`src/rtl/tfem_pkg.sv`:
```
// Constants of the trigger and frame event monitor.
// Assumes one 125 MHz clock and an AXI4-Lite register bus.
package tfem_pkg;
	//------------------------------------------------------------
	// Sizes
	//------------------------------------------------------------
	localparam int NCAM = 4;	// Cameras
	localparam int NPG  = 4;	// Pulse generators
	localparam int SELW = 2;	// Generator select width
	//------------------------------------------------------------
	// Register offsets
	//------------------------------------------------------------
	localparam logic [7:0] CTRL_OFS   = 8'h00;	// Mode and queue enable
	localparam logic [7:0] PERIOD_OFS = 8'h04;	// Least output period
	localparam logic [7:0] OES_OFS    = 8'h08;	// Output event source
	localparam logic [7:0] SSS_OFS    = 8'h0C;	// Statistics sources
	localparam logic [7:0] FLAG_OFS   = 8'h10;	// Missed-response flags
	localparam logic [7:0] CLR_OFS    = 8'h14;	// Missed-response clear
	localparam logic [7:0] QLVL_OFS   = 8'h18;	// Queue level
	//------------------------------------------------------------
	// Fields and values
	//------------------------------------------------------------
	localparam int MODE_LSB = 0;	// Trigger mode field
	localparam int QEN_BIT  = 2;	// Queue enable bit
	localparam logic [1:0] MODE_EXT  = 2'h0;	// External input triggers
	localparam logic [1:0] MODE_GEN  = 2'h1;	// Internal generator
	localparam logic [1:0] MODE_SYNC = 2'h2;	// Synchronized
	localparam logic [1:0]  MODE_RST   = 2'h0;	// Mode after reset
	localparam logic [31:0] PERIOD_RST = 32'h0000007D;	// Period after reset
	localparam logic [1:0]  OES_RST    = 2'h0;	// Generator zero
	localparam logic [7:0]  SSS_RST    = 8'h00;	// All cameras on generator zero
	localparam logic [1:0]  RESP_OKAY   = 2'h0;	// AXI okay
	localparam logic [1:0]  RESP_SLVERR = 2'h2;	// AXI slave error
endpackage

```
`src/rtl/tfem_cam_if.sv`:
```
// Carrier between the top and one camera monitor.
// Assumes all signals are in the aclk domain.
`timescale 1ns/1ps
interface tfem_cam_if;
	logic	edge_p;	// Start edge of monitored pulse
	logic	frame;	// Valid frame arrived
	logic	clear;	// Clear command pulse
	logic	miss;	// Frame-absent strobe
	logic	flag;	// Sticky missed-response flag
	modport mon (input edge_p, frame, clear, output miss, flag);
	modport ctl (output edge_p, frame, clear, input miss, flag);
endinterface

```
`src/rtl/tfem_top.sv`:
```
// Trigger and frame event monitor with AXI4-Lite registers.
// Assumes pg_out and frame_valid are aclk logic, trig_in is a pin.
//
// The AXI4-Lite register port and the register addresses were chosen for this implementation.
`timescale 1ns/1ps
module tfem_top #(
	parameter int ADDR_W = 8,	// Bus address width
	parameter int QDEPTH = 8,	// Trigger queue depth
	parameter int TS_W   = 32	// Timestamp width
) (
	input  wire logic			aclk,
	input  wire logic			aresetn,
	input  wire logic [ADDR_W-1:0]		s_axi_awaddr,
	input  wire logic			s_axi_awvalid,
	output logic				s_axi_awready,
	input  wire logic [31:0]		s_axi_wdata,
	input  wire logic [3:0]			s_axi_wstrb,
	input  wire logic			s_axi_wvalid,
	output logic				s_axi_wready,
	output logic [1:0]			s_axi_bresp,
	output logic				s_axi_bvalid,
	input  wire logic			s_axi_bready,
	input  wire logic [ADDR_W-1:0]		s_axi_araddr,
	input  wire logic			s_axi_arvalid,
	output logic				s_axi_arready,
	output logic [31:0]			s_axi_rdata,
	output logic [1:0]			s_axi_rresp,
	output logic				s_axi_rvalid,
	input  wire logic			s_axi_rready,
	input  wire logic			trig_in,
	input  wire logic [tfem_pkg::NPG-1:0]	pg_out,
	input  wire logic [tfem_pkg::NCAM-1:0]	frame_valid,
	output logic				trigger_accept,
	output logic				trigger_overrun_event,
	output logic [tfem_pkg::NCAM-1:0]	frame_absent_event,
	output logic				output_pulse_event,
	output logic [TS_W-1:0]			event_ts
);
	localparam int QW = $clog2(QDEPTH + 1);	// Queue count width
	localparam logic [QW-1:0] QFULL = QW'(QDEPTH);	// Full level

	//------------------------------------------------------------
	// State
	//------------------------------------------------------------
	typedef struct packed {
		logic					aw_have;	// Write address held
		logic [ADDR_W-1:0]			awaddr;		// Held address
		logic					w_have;		// Write data held
		logic [31:0]				wdata;		// Held data
		logic [3:0]				wstrb;		// Held strobes
		logic					bvalid;		// Write answer
		logic [1:0]				bresp;		// Write status
		logic					rvalid;		// Read answer
		logic [31:0]				rdata;		// Read data
		logic [1:0]				rresp;		// Read status
		logic [1:0]				mode;		// Trigger mode
		logic					qen;		// Queue enable
		logic [31:0]				period;		// Least period
		logic [tfem_pkg::SELW-1:0]		oes;		// Output event source
		logic [tfem_pkg::NCAM*tfem_pkg::SELW-1:0] sss;	// Statistics sources
		logic [tfem_pkg::NCAM-1:0]		clr;		// Clear pulses
		logic [31:0]				gap;		// Cycles since issue
		logic [QW-1:0]				qcnt;		// Queued triggers
		logic					trig_prev;	// Last trigger level
		logic [tfem_pkg::NPG-1:0]		pg_prev;	// Last generator levels
		logic					accept;		// Trigger issued
		logic					ovr;		// Overrun strobe
		logic					opl;		// Output pulse strobe
		logic [TS_W-1:0]			ts;		// Free timestamp
		logic [TS_W-1:0]			ev_ts;		// Event timestamp
	} tfem_st_t;
	tfem_st_t	q;	// Current state
	tfem_st_t	d;	// Next state

	logic				trig_lvl;	// Synchronised trigger
	logic				trig_rise;	// Trigger start
	logic [tfem_pkg::NPG-1:0]	pg_rise;	// Generator pulse starts
	logic [tfem_pkg::NCAM-1:0]	sel_edge;	// Monitored edge per camera
	logic [tfem_pkg::NCAM-1:0]	flags;		// Missed-response flags
	logic [tfem_pkg::NCAM-1:0]	misses;		// Frame-absent strobes
	logic				wr_fire;	// Write executes
	logic				allow;		// Period elapsed

	//------------------------------------------------------------
	// Trigger pin and per-camera monitors
	//------------------------------------------------------------
	tfem_sync u_sync (
		.aclk		(aclk),
		.aresetn	(aresetn),
		.pin		(trig_in),
		.level		(trig_lvl)
	);

	assign trig_rise = trig_lvl & ~q.trig_prev;
	assign pg_rise   = pg_out & ~q.pg_prev;

	tfem_cam_if cam_if [tfem_pkg::NCAM] ();

	// One monitor per camera, each on its own chosen generator
	for (genvar i = 0; i < tfem_pkg::NCAM; i++)
	begin : g_cam
		assign sel_edge[i] = pg_rise[q.sss[i*tfem_pkg::SELW +: tfem_pkg::SELW]];
		assign cam_if[i].edge_p = sel_edge[i];
		assign cam_if[i].frame  = frame_valid[i];
		assign cam_if[i].clear  = q.clr[i];
		assign misses[i] = cam_if[i].miss;
		assign flags[i]  = cam_if[i].flag;
		tfem_cam_mon u_mon (
			.aclk		(aclk),
			.aresetn	(aresetn),
			.cam		(cam_if[i])
		);
	end

	//------------------------------------------------------------
	// Next state
	//------------------------------------------------------------
	assign wr_fire = q.aw_have && q.w_have && !q.bvalid;
	assign allow   = q.gap >= q.period;

	// Bus slave, registers, rate limiter and event strobes
	always_comb
	begin
		d = q;
		d.clr = '0;
		d.accept = 1'b0;
		d.ovr = 1'b0;
		d.opl = 1'b0;
		d.ts = q.ts + 1'b1;
		d.trig_prev = trig_lvl;
		d.pg_prev = pg_out;
		// Address and data are taken in either order
		if (s_axi_awvalid && s_axi_awready)
		begin
			d.aw_have = 1'b1;
			d.awaddr = s_axi_awaddr;
		end
		if (s_axi_wvalid && s_axi_wready)
		begin
			d.w_have = 1'b1;
			d.wdata = s_axi_wdata;
			d.wstrb = s_axi_wstrb;
		end
		// Both held: write and answer
		if (wr_fire)
		begin
			d.aw_have = 1'b0;
			d.w_have = 1'b0;
			d.bvalid = 1'b1;
			d.bresp = tfem_pkg::RESP_OKAY;
			case (q.awaddr[7:0])
				tfem_pkg::CTRL_OFS:
				begin
					if (q.wstrb[0])
					begin
						d.mode = q.wdata[tfem_pkg::MODE_LSB +: 2];
						d.qen = q.wdata[tfem_pkg::QEN_BIT];
					end
				end
				tfem_pkg::PERIOD_OFS:
				begin
					for (int b = 0; b < 4; b++)
					begin
						if (q.wstrb[b])
						begin
							d.period[b*8 +: 8] = q.wdata[b*8 +: 8];
						end
					end
				end
				tfem_pkg::OES_OFS:
				begin
					if (q.wstrb[0])
					begin
						d.oes = q.wdata[tfem_pkg::SELW-1:0];
					end
				end
				tfem_pkg::SSS_OFS:
				begin
					if (q.wstrb[0])
					begin
						d.sss = q.wdata[tfem_pkg::NCAM*tfem_pkg::SELW-1:0];
					end
				end
				tfem_pkg::CLR_OFS:
				begin
					if (q.wstrb[0])
					begin
						d.clr = q.wdata[tfem_pkg::NCAM-1:0];
					end
				end
				tfem_pkg::FLAG_OFS, tfem_pkg::QLVL_OFS:
				begin
					d.bresp = tfem_pkg::RESP_OKAY;	// Read-only, write ignored
				end
				default:
				begin
					d.bresp = tfem_pkg::RESP_SLVERR;	// Unmapped
				end
			endcase
		end
		if (q.bvalid && s_axi_bready)
		begin
			d.bvalid = 1'b0;
		end
		// Read answers one cycle after address is taken
		if (s_axi_arvalid && s_axi_arready)
		begin
			d.rvalid = 1'b1;
			d.rdata = '0;
			d.rresp = tfem_pkg::RESP_OKAY;
			case (s_axi_araddr[7:0])
				tfem_pkg::CTRL_OFS:
				begin
					d.rdata[tfem_pkg::MODE_LSB +: 2] = q.mode;
					d.rdata[tfem_pkg::QEN_BIT] = q.qen;
				end
				tfem_pkg::PERIOD_OFS: d.rdata = q.period;
				tfem_pkg::OES_OFS: d.rdata[tfem_pkg::SELW-1:0] = q.oes;
				tfem_pkg::SSS_OFS: d.rdata[tfem_pkg::NCAM*tfem_pkg::SELW-1:0] = q.sss;
				tfem_pkg::FLAG_OFS: d.rdata[tfem_pkg::NCAM-1:0] = flags;
				tfem_pkg::CLR_OFS: d.rdata = '0;
				tfem_pkg::QLVL_OFS: d.rdata[QW-1:0] = q.qcnt;
				default: d.rresp = tfem_pkg::RESP_SLVERR;
			endcase
		end
		else if (q.rvalid && s_axi_rready)
		begin
			d.rvalid = 1'b0;
		end
		// Rate limiter: issue only once the least period has passed
		if (q.gap != 32'hFFFFFFFF)
		begin
			d.gap = q.gap + 1'b1;
		end
		if (trig_rise && q.qcnt == '0 && allow)
		begin
			d.accept = 1'b1;
		end
		else if (trig_rise && allow)
		begin
			d.accept = 1'b1;	// Oldest leaves, new one joins
		end
		else if (trig_rise)
		begin
			if (q.qen && q.qcnt != QFULL)
			begin
				d.qcnt = q.qcnt + 1'b1;
			end
			else
			begin
				d.ovr = (q.mode == tfem_pkg::MODE_EXT);
			end
		end
		else if (q.qcnt != '0 && allow)
		begin
			d.accept = 1'b1;
			d.qcnt = q.qcnt - 1'b1;
		end
		if (d.accept)
		begin
			d.gap = '0;
		end
		if (!q.qen)
		begin
			d.qcnt = '0;
		end
		// Output pulse start of the chosen generator
		d.opl = pg_rise[q.oes];
		// Stamp the cycle of any cause of an event
		if (trig_rise || (|sel_edge) || pg_rise[q.oes])
		begin
			d.ev_ts = q.ts;
		end
	end

	//------------------------------------------------------------
	// State register
	//------------------------------------------------------------
	always_ff @(posedge aclk)
	begin
		if (!aresetn)
		begin
			q <= '0;
			q.mode <= tfem_pkg::MODE_RST;
			q.period <= tfem_pkg::PERIOD_RST;
			q.oes <= tfem_pkg::OES_RST;
			q.sss <= tfem_pkg::SSS_RST;
		end
		else
		begin
			q <= d;
		end
	end

	//------------------------------------------------------------
	// Outputs
	//------------------------------------------------------------
	assign s_axi_awready = !q.aw_have && !q.bvalid;
	assign s_axi_wready  = !q.w_have && !q.bvalid;
	assign s_axi_bvalid  = q.bvalid;
	assign s_axi_bresp   = q.bresp;
	assign s_axi_arready = !q.rvalid;
	assign s_axi_rvalid  = q.rvalid;
	assign s_axi_rdata   = q.rdata;
	assign s_axi_rresp   = q.rresp;
	assign trigger_accept        = q.accept;
	assign trigger_overrun_event = q.ovr;
	assign frame_absent_event    = misses;
	assign output_pulse_event    = q.opl;
	assign event_ts              = q.ev_ts;

	logic h_pend0;	// Helper: camera 0 awaits a frame

	// Independent copy of the pending state for camera 0
	always_ff @(posedge aclk)
	begin
		if (!aresetn)
		begin
			h_pend0 <= 1'b0;
		end
		else if (sel_edge[0])
		begin
			h_pend0 <= 1'b1;
		end
		else if (frame_valid[0])
		begin
			h_pend0 <= 1'b0;
		end
	end
endmodule

```
`src/rtl/tfem_sync.sv`:
```
// Three-stage synchroniser for one pin input.
// Assumes the pin is asynchronous to aclk.
`timescale 1ns/1ps
module tfem_sync (
	input  wire logic	aclk,
	input  wire logic	aresetn,
	input  wire logic	pin,
	output logic		level
);
	typedef struct packed {
		logic	s1;	// First stage, read by s2 only
		logic	s2;	// Second stage
		logic	s3;	// Third stage
		logic	lvl;	// Settled level
	} tfem_sync_st_t;
	tfem_sync_st_t	q;	// Current state
	tfem_sync_st_t	d;	// Next state

	// A change counts once stages two and three agree
	always_comb
	begin
		d = q;
		d.s1 = pin;
		d.s2 = q.s1;
		d.s3 = q.s2;
		if (q.s2 == q.s3)
		begin
			d.lvl = q.s3;
		end
	end

	// State register
	always_ff @(posedge aclk)
	begin
		if (!aresetn)
		begin
			q <= '0;
		end
		else
		begin
			q <= d;
		end
	end

	assign level = q.lvl;
endmodule

```
`src/rtl/tfem_cam_mon.sv`:
```
// Missed frame response monitor for one camera.
// Assumes edge_p and frame are single-cycle aclk pulses.
`timescale 1ns/1ps
module tfem_cam_mon (
	input  wire logic	aclk,
	input  wire logic	aresetn,
	tfem_cam_if.mon		cam
);
	typedef struct packed {
		logic	pending;	// Edge seen, no frame yet
		logic	flag;		// Sticky flag
		logic	miss;		// Event strobe
	} tfem_cam_st_t;
	tfem_cam_st_t	q;	// Current state
	tfem_cam_st_t	d;	// Next state

	// Clear first, so that a miss in the same cycle wins
	always_comb
	begin
		d = q;
		d.miss = 1'b0;
		if (cam.clear)
		begin
			d.flag = 1'b0;
		end
		if (cam.edge_p)
		begin
			// A second edge with no frame between is a miss
			if (q.pending && !cam.frame)
			begin
				d.miss = 1'b1;
				d.flag = 1'b1;
			end
			d.pending = 1'b1;
		end
		else if (cam.frame)
		begin
			d.pending = 1'b0;
		end
	end

	// State register
	always_ff @(posedge aclk)
	begin
		if (!aresetn)
		begin
			q <= '0;
		end
		else
		begin
			q <= d;
		end
	end

	assign cam.miss = q.miss;
	assign cam.flag = q.flag;
endmodule

```
`config.mk`:
```
export PLATFORM = sky130hd
export DESIGN_NAME = tfem_top
export DESIGN_NICKNAME = d
export VERILOG_FILES = /design/src/rtl/tfem_pkg.sv /design/src/rtl/tfem_cam_if.sv /design/src/rtl/tfem_top.sv /design/src/rtl/tfem_sync.sv /design/src/rtl/tfem_cam_mon.sv
export SDC_FILE = /design/constraint.sdc
export NUM_CORES = 1
export LEC_CHECK = 0
export ABC_AREA = 1
export BUFFER_PORTS_ARGS = -buffer_cell sky130_fd_sc_hd__buf_2
export CELL_PAD_IN_SITES_DETAIL_PLACEMENT = 2
export CELL_PAD_IN_SITES_GLOBAL_PLACEMENT = 2
export CORE_MARGIN = 2
export CORE_UTILIZATION = 34
export CTS_BUF_LIST = sky130_fd_sc_hd__clkbuf_16
export DETAILED_ROUTE_END_ITERATION = 6
export GPL_ROUTABILITY_DRIVEN = 0
export PLACE_DENSITY = 0.92
export SYNTH_ARGS = -nofsm -noshare
export SYNTH_HDL_FRONTEND = slang
export SYNTH_SLANG_ARGS = --single-unit
```
`constraint.sdc`:
```
create_clock -name aclk -period 2.36 [get_ports aclk]
set_clock_uncertainty 0.1 [all_clocks]
set_input_delay 0.236 -clock aclk [delete_from_list [all_inputs] [get_ports aclk]]
set_output_delay 0.236 -clock aclk [all_outputs]
set_load 0.02 [all_outputs]
```
Word level (Yosys, flattened, before mapping) --
Cells that the tools add are included. Widths: inputs -> output; s select.
Storage, ports and cells: output and inout port bits 80, bits in registers 257, bits of input ports 68, word-level logic and storage cells 184
Cells by class: bitwise operators 8, mux-type cells 46, add/sub/neg operators 4, equality and inequality tests 16, reductions and logical operators 60, magnitude comparators 6
Operators by type and width (count):
- $add 32x1->32 const B | 2
- $eq 8x5->1 const B | 6
- $eq 8x4->1 const B | 4
- $ge 32x32->1 | 1
- $ne 32x32->1 const B | 1
- $mux 24 | 1
- $mux 1 | 23
- $reduce_and 3->1 | 7
- $mux 2 | 10
- $logic_and 1x1->1 | 18
- $eq 8x3->1 const B | 2
- $logic_not 8->1 | 2
- $lt 2x3->1 const B | 5
- $reduce_or 7->1 | 2
- $mux 4 | 3
- $pmux 2 s6 | 1
- $reduce_bool 2->1 | 6
- $bmux 1 s2 | 5
- $reduce_and 2->1 | 5
- $logic_not 1->1 | 8
- $pmux 4 s2 | 1
- $reduce_and 4->1 | 2
- $reduce_or 2->1 | 3
- $not 1->1 | 5
- 16 further kinds | 17

Logic depth before layout (Yosys ltp) --
depth in word-level cells 7, mapped depth 18, gate-level depth less buffers 18

Modules after synthesis --
A second synthesis with hierarchy kept.
Unflattened totals: cells, all modules 1584, area total of the unflattened synthesis 11823.8 um^2
Modules (own cells, without submodules):
- tfem_top | cells an instance 1519, instances 1, area an instance 11272.1 um^2
- tfem_cam_mon | cells an instance 13, instances 4, area an instance 108.9 um^2
- tfem_sync | cells an instance 13, instances 1, area an instance 116.4 um^2

Worst setup path before layout --
Ideal clock, no wire load.
path type flip-flop to flip-flop, from register q[137] (netlist bit), to register q[96] (netlist bit), cell stages (with the launch flop) 15, required time 2139 ps, period minus slack after synthesis 1948 ps, setup slack 412 ps, arrival time 1727 ps, cells stage by stage dfxtp_1 -> inv_1 -> ha_1 -> nand2_1 -> nor2_1 -> nand2_1 -> nor2_1 -> nor2_1 -> nand2_1 -> nand2_1 -> nand2_1 -> o21ai_0 -> nand2_1 -> buf_2 -> nor2_1
Between the ends: word-level cells in the longest chain between the ends 7, elaborated cells on any way between the ends 9
Ends and longest elaborated chain:
- start, declared | line tfem_top.sv:72 | tfem_st_t q;
- $ge 32x32->1 (*) | line tfem_top.sv:119 | assign allow = q.gap >= q.period;
- $logic_and 1x1->1 | line tfem_top.sv:254 | else if (q.qcnt != '0 && allow)
- $mux 1 | line tfem_top.sv:254
- $mux 1 | line tfem_top.sv:243 | else if (trig_rise)
- $mux 1 | line tfem_top.sv:239 | else if (trig_rise && allow)
- $mux 1 (*) | line tfem_top.sv:235 | if (trig_rise && q.qcnt == '0 && allow)
- $reduce_or 2->1 (no line) (*)
Mark *: on every way between the ends. The rest lies on a longest branch, timed or not. A chain may end at the register's enable or synchronous reset.

Worst setup path after layout --
from register q[35] (netlist bit), to register q[55] (netlist bit)
Between the ends: word-level cells in the longest chain between the ends 1
Ends and longest elaborated chain:
- $add 32x1->32 | line tfem_top.sv:129 | d.ts = q.ts + 1'b1;
No other way between the ends.

==> impl_metrics.env <==
export IMPL_synth_warning_count=0
export IMPL_pre_cts_slack_ps=-126
export IMPL_die_area_um2=36200
export IMPL_syn_inst=1560
export IMPL_core_region_area_um2=34400
export IMPL_clock_path_buffers=3
export IMPL_grt_max_degree=94
export IMPL_setup_violations=83
export IMPL_postRouteAntennaNets=0
export IMPL_synth_flop_cell="dfxtp_1"
export IMPL_synthesis_area_um2=11800
export IMPL_grt_first_pass_wirelength_mm=89.1
export IMPL_powerDensity_nw_per_um2=684
export IMPL_via_per_inst=6.07
export IMPL_fin_crit_sh=1.11
export IMPL_hold_class="primary input to flip-flop"
export IMPL_nets=1820
export IMPL_drv_cap=0
export IMPL_worst_slew_pin_slew_ps=892
export IMPL_drive_above_1_share=0.242
export IMPL_cts_tree="built"
export IMPL_syn_to_final_growth_pct=25.5
export IMPL_status="finished with violations"
export IMPL_yosysMostFrequentCell="dfxtp_1"
export IMPL_cts_htree_levels=1
export IMPL_slew_headroom=0.400
export IMPL_fin_hold_ws_ps=47.2
export IMPL_yosys_area_top_type_share=0.432
export IMPL_routed_wl_mm=69.7
export IMPL_numPortBuffers=145
export IMPL_failed_checks="negative setup slack"
export IMPL_cts_sinks=255
export IMPL_fin_crit_ps=2610
export IMPL_arrival_ps=2980
export IMPL_drc=0
export IMPL_nFillCells=3824
export IMPL_synth_common_cells="255 x dfxtp_1, 225 x nand2_1, 179 x nor2_1, 178 x o21ai_0, 170 x inv_1"
export IMPL_max_freq_mhz=383
export IMPL_synth_edf_count=0
export IMPL_synth_async_reset_ratio=0
export IMPL_cellLeakagePower_uw=0.00620
export IMPL_drt_initial_drc_count=1267
export IMPL_yosysTopAreaCell="dfxtp_1"
export IMPL_seq_area_frac_synth=0.432
export IMPL_fin_ws_ps=-248
export IMPL_wl_per_cell_um=31.8
export IMPL_synth_seq_cells=255
export IMPL_clk_latency_ps=590
export IMPL_clkSlewWorstSetupHoldPaths_ps=70
export IMPL_cts_buffers=28
export IMPL_multi_input_area_um2=5820
export IMPL_dpl_hpwl_mm=31.2
export IMPL_firstDrtPassIters=5
export IMPL_dp_cells=2069
export IMPL_layout_cells_non_filler=2188
export IMPL_required_ps=2730
export IMPL_synth_cell_types=52
export IMPL_worstSetupEndpointType="flip-flop"
export IMPL_fp_row_count=68
export IMPL_cp_start_kind="flip-flop"
export IMPL_num_io_pins=148
export IMPL_grt_overflow_total=0
export IMPL_max_vdd_ir_drop_uv=498
export IMPL_synthTopCellsByArea="dfxtp_1 43%, o21ai_0 7.5%, nand2_1 7.2%"
export IMPL_vias=13300
export IMPL_die_h_um=190
export IMPL_syn_avg_cell_area_um2=7.57
export IMPL_die_x_um=190
export IMPL_initial_utilization=0.343
export IMPL_grt_pass1_vias=14000
export IMPL_grtUsageTotal=0.322
export IMPL_drv_slew=0
export IMPL_finalHoldViolations=0
export IMPL_cp_max_fo=6
export IMPL_cts_root_buffer="clkbuf_16"
export IMPL_rsz0062_at_grt="yes"
export IMPL_antenna_found_initial=0
export IMPL_seq_area_um2=5170
export IMPL_path_class="flip-flop to flip-flop"
logic make-up after synthesis:
kind of cell,Yosys count,synth area share
fa+ha+maj,37,0.0398
other cells,1,0.000318
flops,255,0.432
xor+xnor,30,0.0223
compound gates,373,0.164
simple gates,559,0.217
buf+inv,305,0.125
power by group:
part           internal (µW)  switching [µW]
combinational            318             732
sequential              4460             148
clock                   2350            2120
total                   7130            3000
path summary, 6_finish.rpt:
kind / from / endpoint / slack, ps / depth (start not counted)
hold / removal: s_axi_wdata[12] / q[211] / 50 / 3
hold reg to reg: cam_if[3].clear / g_cam[3].u_mon.cam.flag / 370 / 1
setup reg to reg: q[35] / q[55] / -250 / 9
setup / recovery: q[35] / q[55] / -250 / 9
registers in the layout, summed over array words and instances (netlist names):
name and count:
s_axi_bresp 1, event_ts 32, g_cam.u_mon.cam.miss 4, u_sync.q 1, u_sync.level 1, trigger_accept 1
s_axi_rdata 32, s_axi_rvalid 1, u_sync.d 2, g_cam.u_mon.q 4, s_axi_bvalid 1, trigger_overrun_event 1
s_axi_rresp 1, g_cam.u_mon.cam.flag 4, q 164, output_pulse_event 1, cam_if.clear 4
critical path: stages (launching register included):
cell,delay [ps]
dfxtp_1,510
nand2_1,190
nor2_1,180
nand2_1,150
nor3_1,310
nand4_1,270
nor2_1,270
nand4_1,190
o21ai_0,230
a21oi_1,90
routing by layer:
| layer | vias to the layer above | routed length, µm | track usage |
|---|---|---|---|
| met5 | - | 0 | 0 |
| met4 | 0 | 5470 | 0.182 |
| met3 | 389 | 4360 | 0.0585 |
| met2 | 848 | 34300 | 0.577 |
| met1 | 6688 | 25600 | 0.357 |
| li1 | 5353 | - | - |
what timing repair did:
item | CTS | global route
pin swaps | 2 | 24
gates resized for setup | 38 | 138
hold buffers | 55 | 0
setup buffers | 2 | 13
hold endpoints to repair | 68 | 0
gates cloned | 0 | 1
setup endpoints to repair | 69 | 98
placed cells by master, fill, tap and decap left out, types with 4 or more instances in the layout:
cell	n
dfxtp_1	214
nand2_1	200
o21ai_0	171
inv_1	170
nor2_1	160
a21oi_1	150
buf_2	144
dlygate4sd3_1	55
buf_4	43
dfxtp_2	37
nor3_1	34
nor2_2	30
nand3_1	28
clkbuf_16	28
nand2_2	26
xor2_1	20
nand4_1	18
ha_4	18
ha_1	18
a21oi_2	13
nor4_1	12
inv_2	11
xnor2_1	10
clkinv_1	9
o22ai_1	9
nand3_2	7
o211ai_1	7
nor3_4	6
buf_12	6
nor3_2	5
nor4_4	5
nand2_4	5
nand3b_1	5
o21ai_1	4
o21ai_2	4
dfxtp_4	4
through the flow:
| step | setup TNS, ps | power, µW | area (µm²) | utilization |
|---|---|---|---|---|
| global route | -10780 | 10300 | 14800 | 0.431 |
| CTS | -56.5 | 9750 | 14200 | 0.412 |
| global placement | 0 | 5370 | 12600 | 0.368 |
| detailed placement | -536 | 5440 | 12600 | 0.368 |
| finish | -7000 | 10100 | 14800 | 0.431 |
| floorplan | 0 | 5170 | 11800 | - |
cell type report:
| cell class | instances | area share |
|---|---|---|
| diodes | 1 | 0.000169 |
| clock buffers | 28 | 0.0473 |
| clock inverters | 19 | 0.00946 |
| inverters | 179 | 0.0464 |
| multi-input cells | 1001 | 0.393 |
| flip-flops and latches | 255 | 0.349 |
| well taps | 455 | 0.0384 |
| repair buffers | 249 | 0.116 |
| repair inverters | 1 | 0.000591 |
No activity file was read; power rests on OpenSTA's default activity.
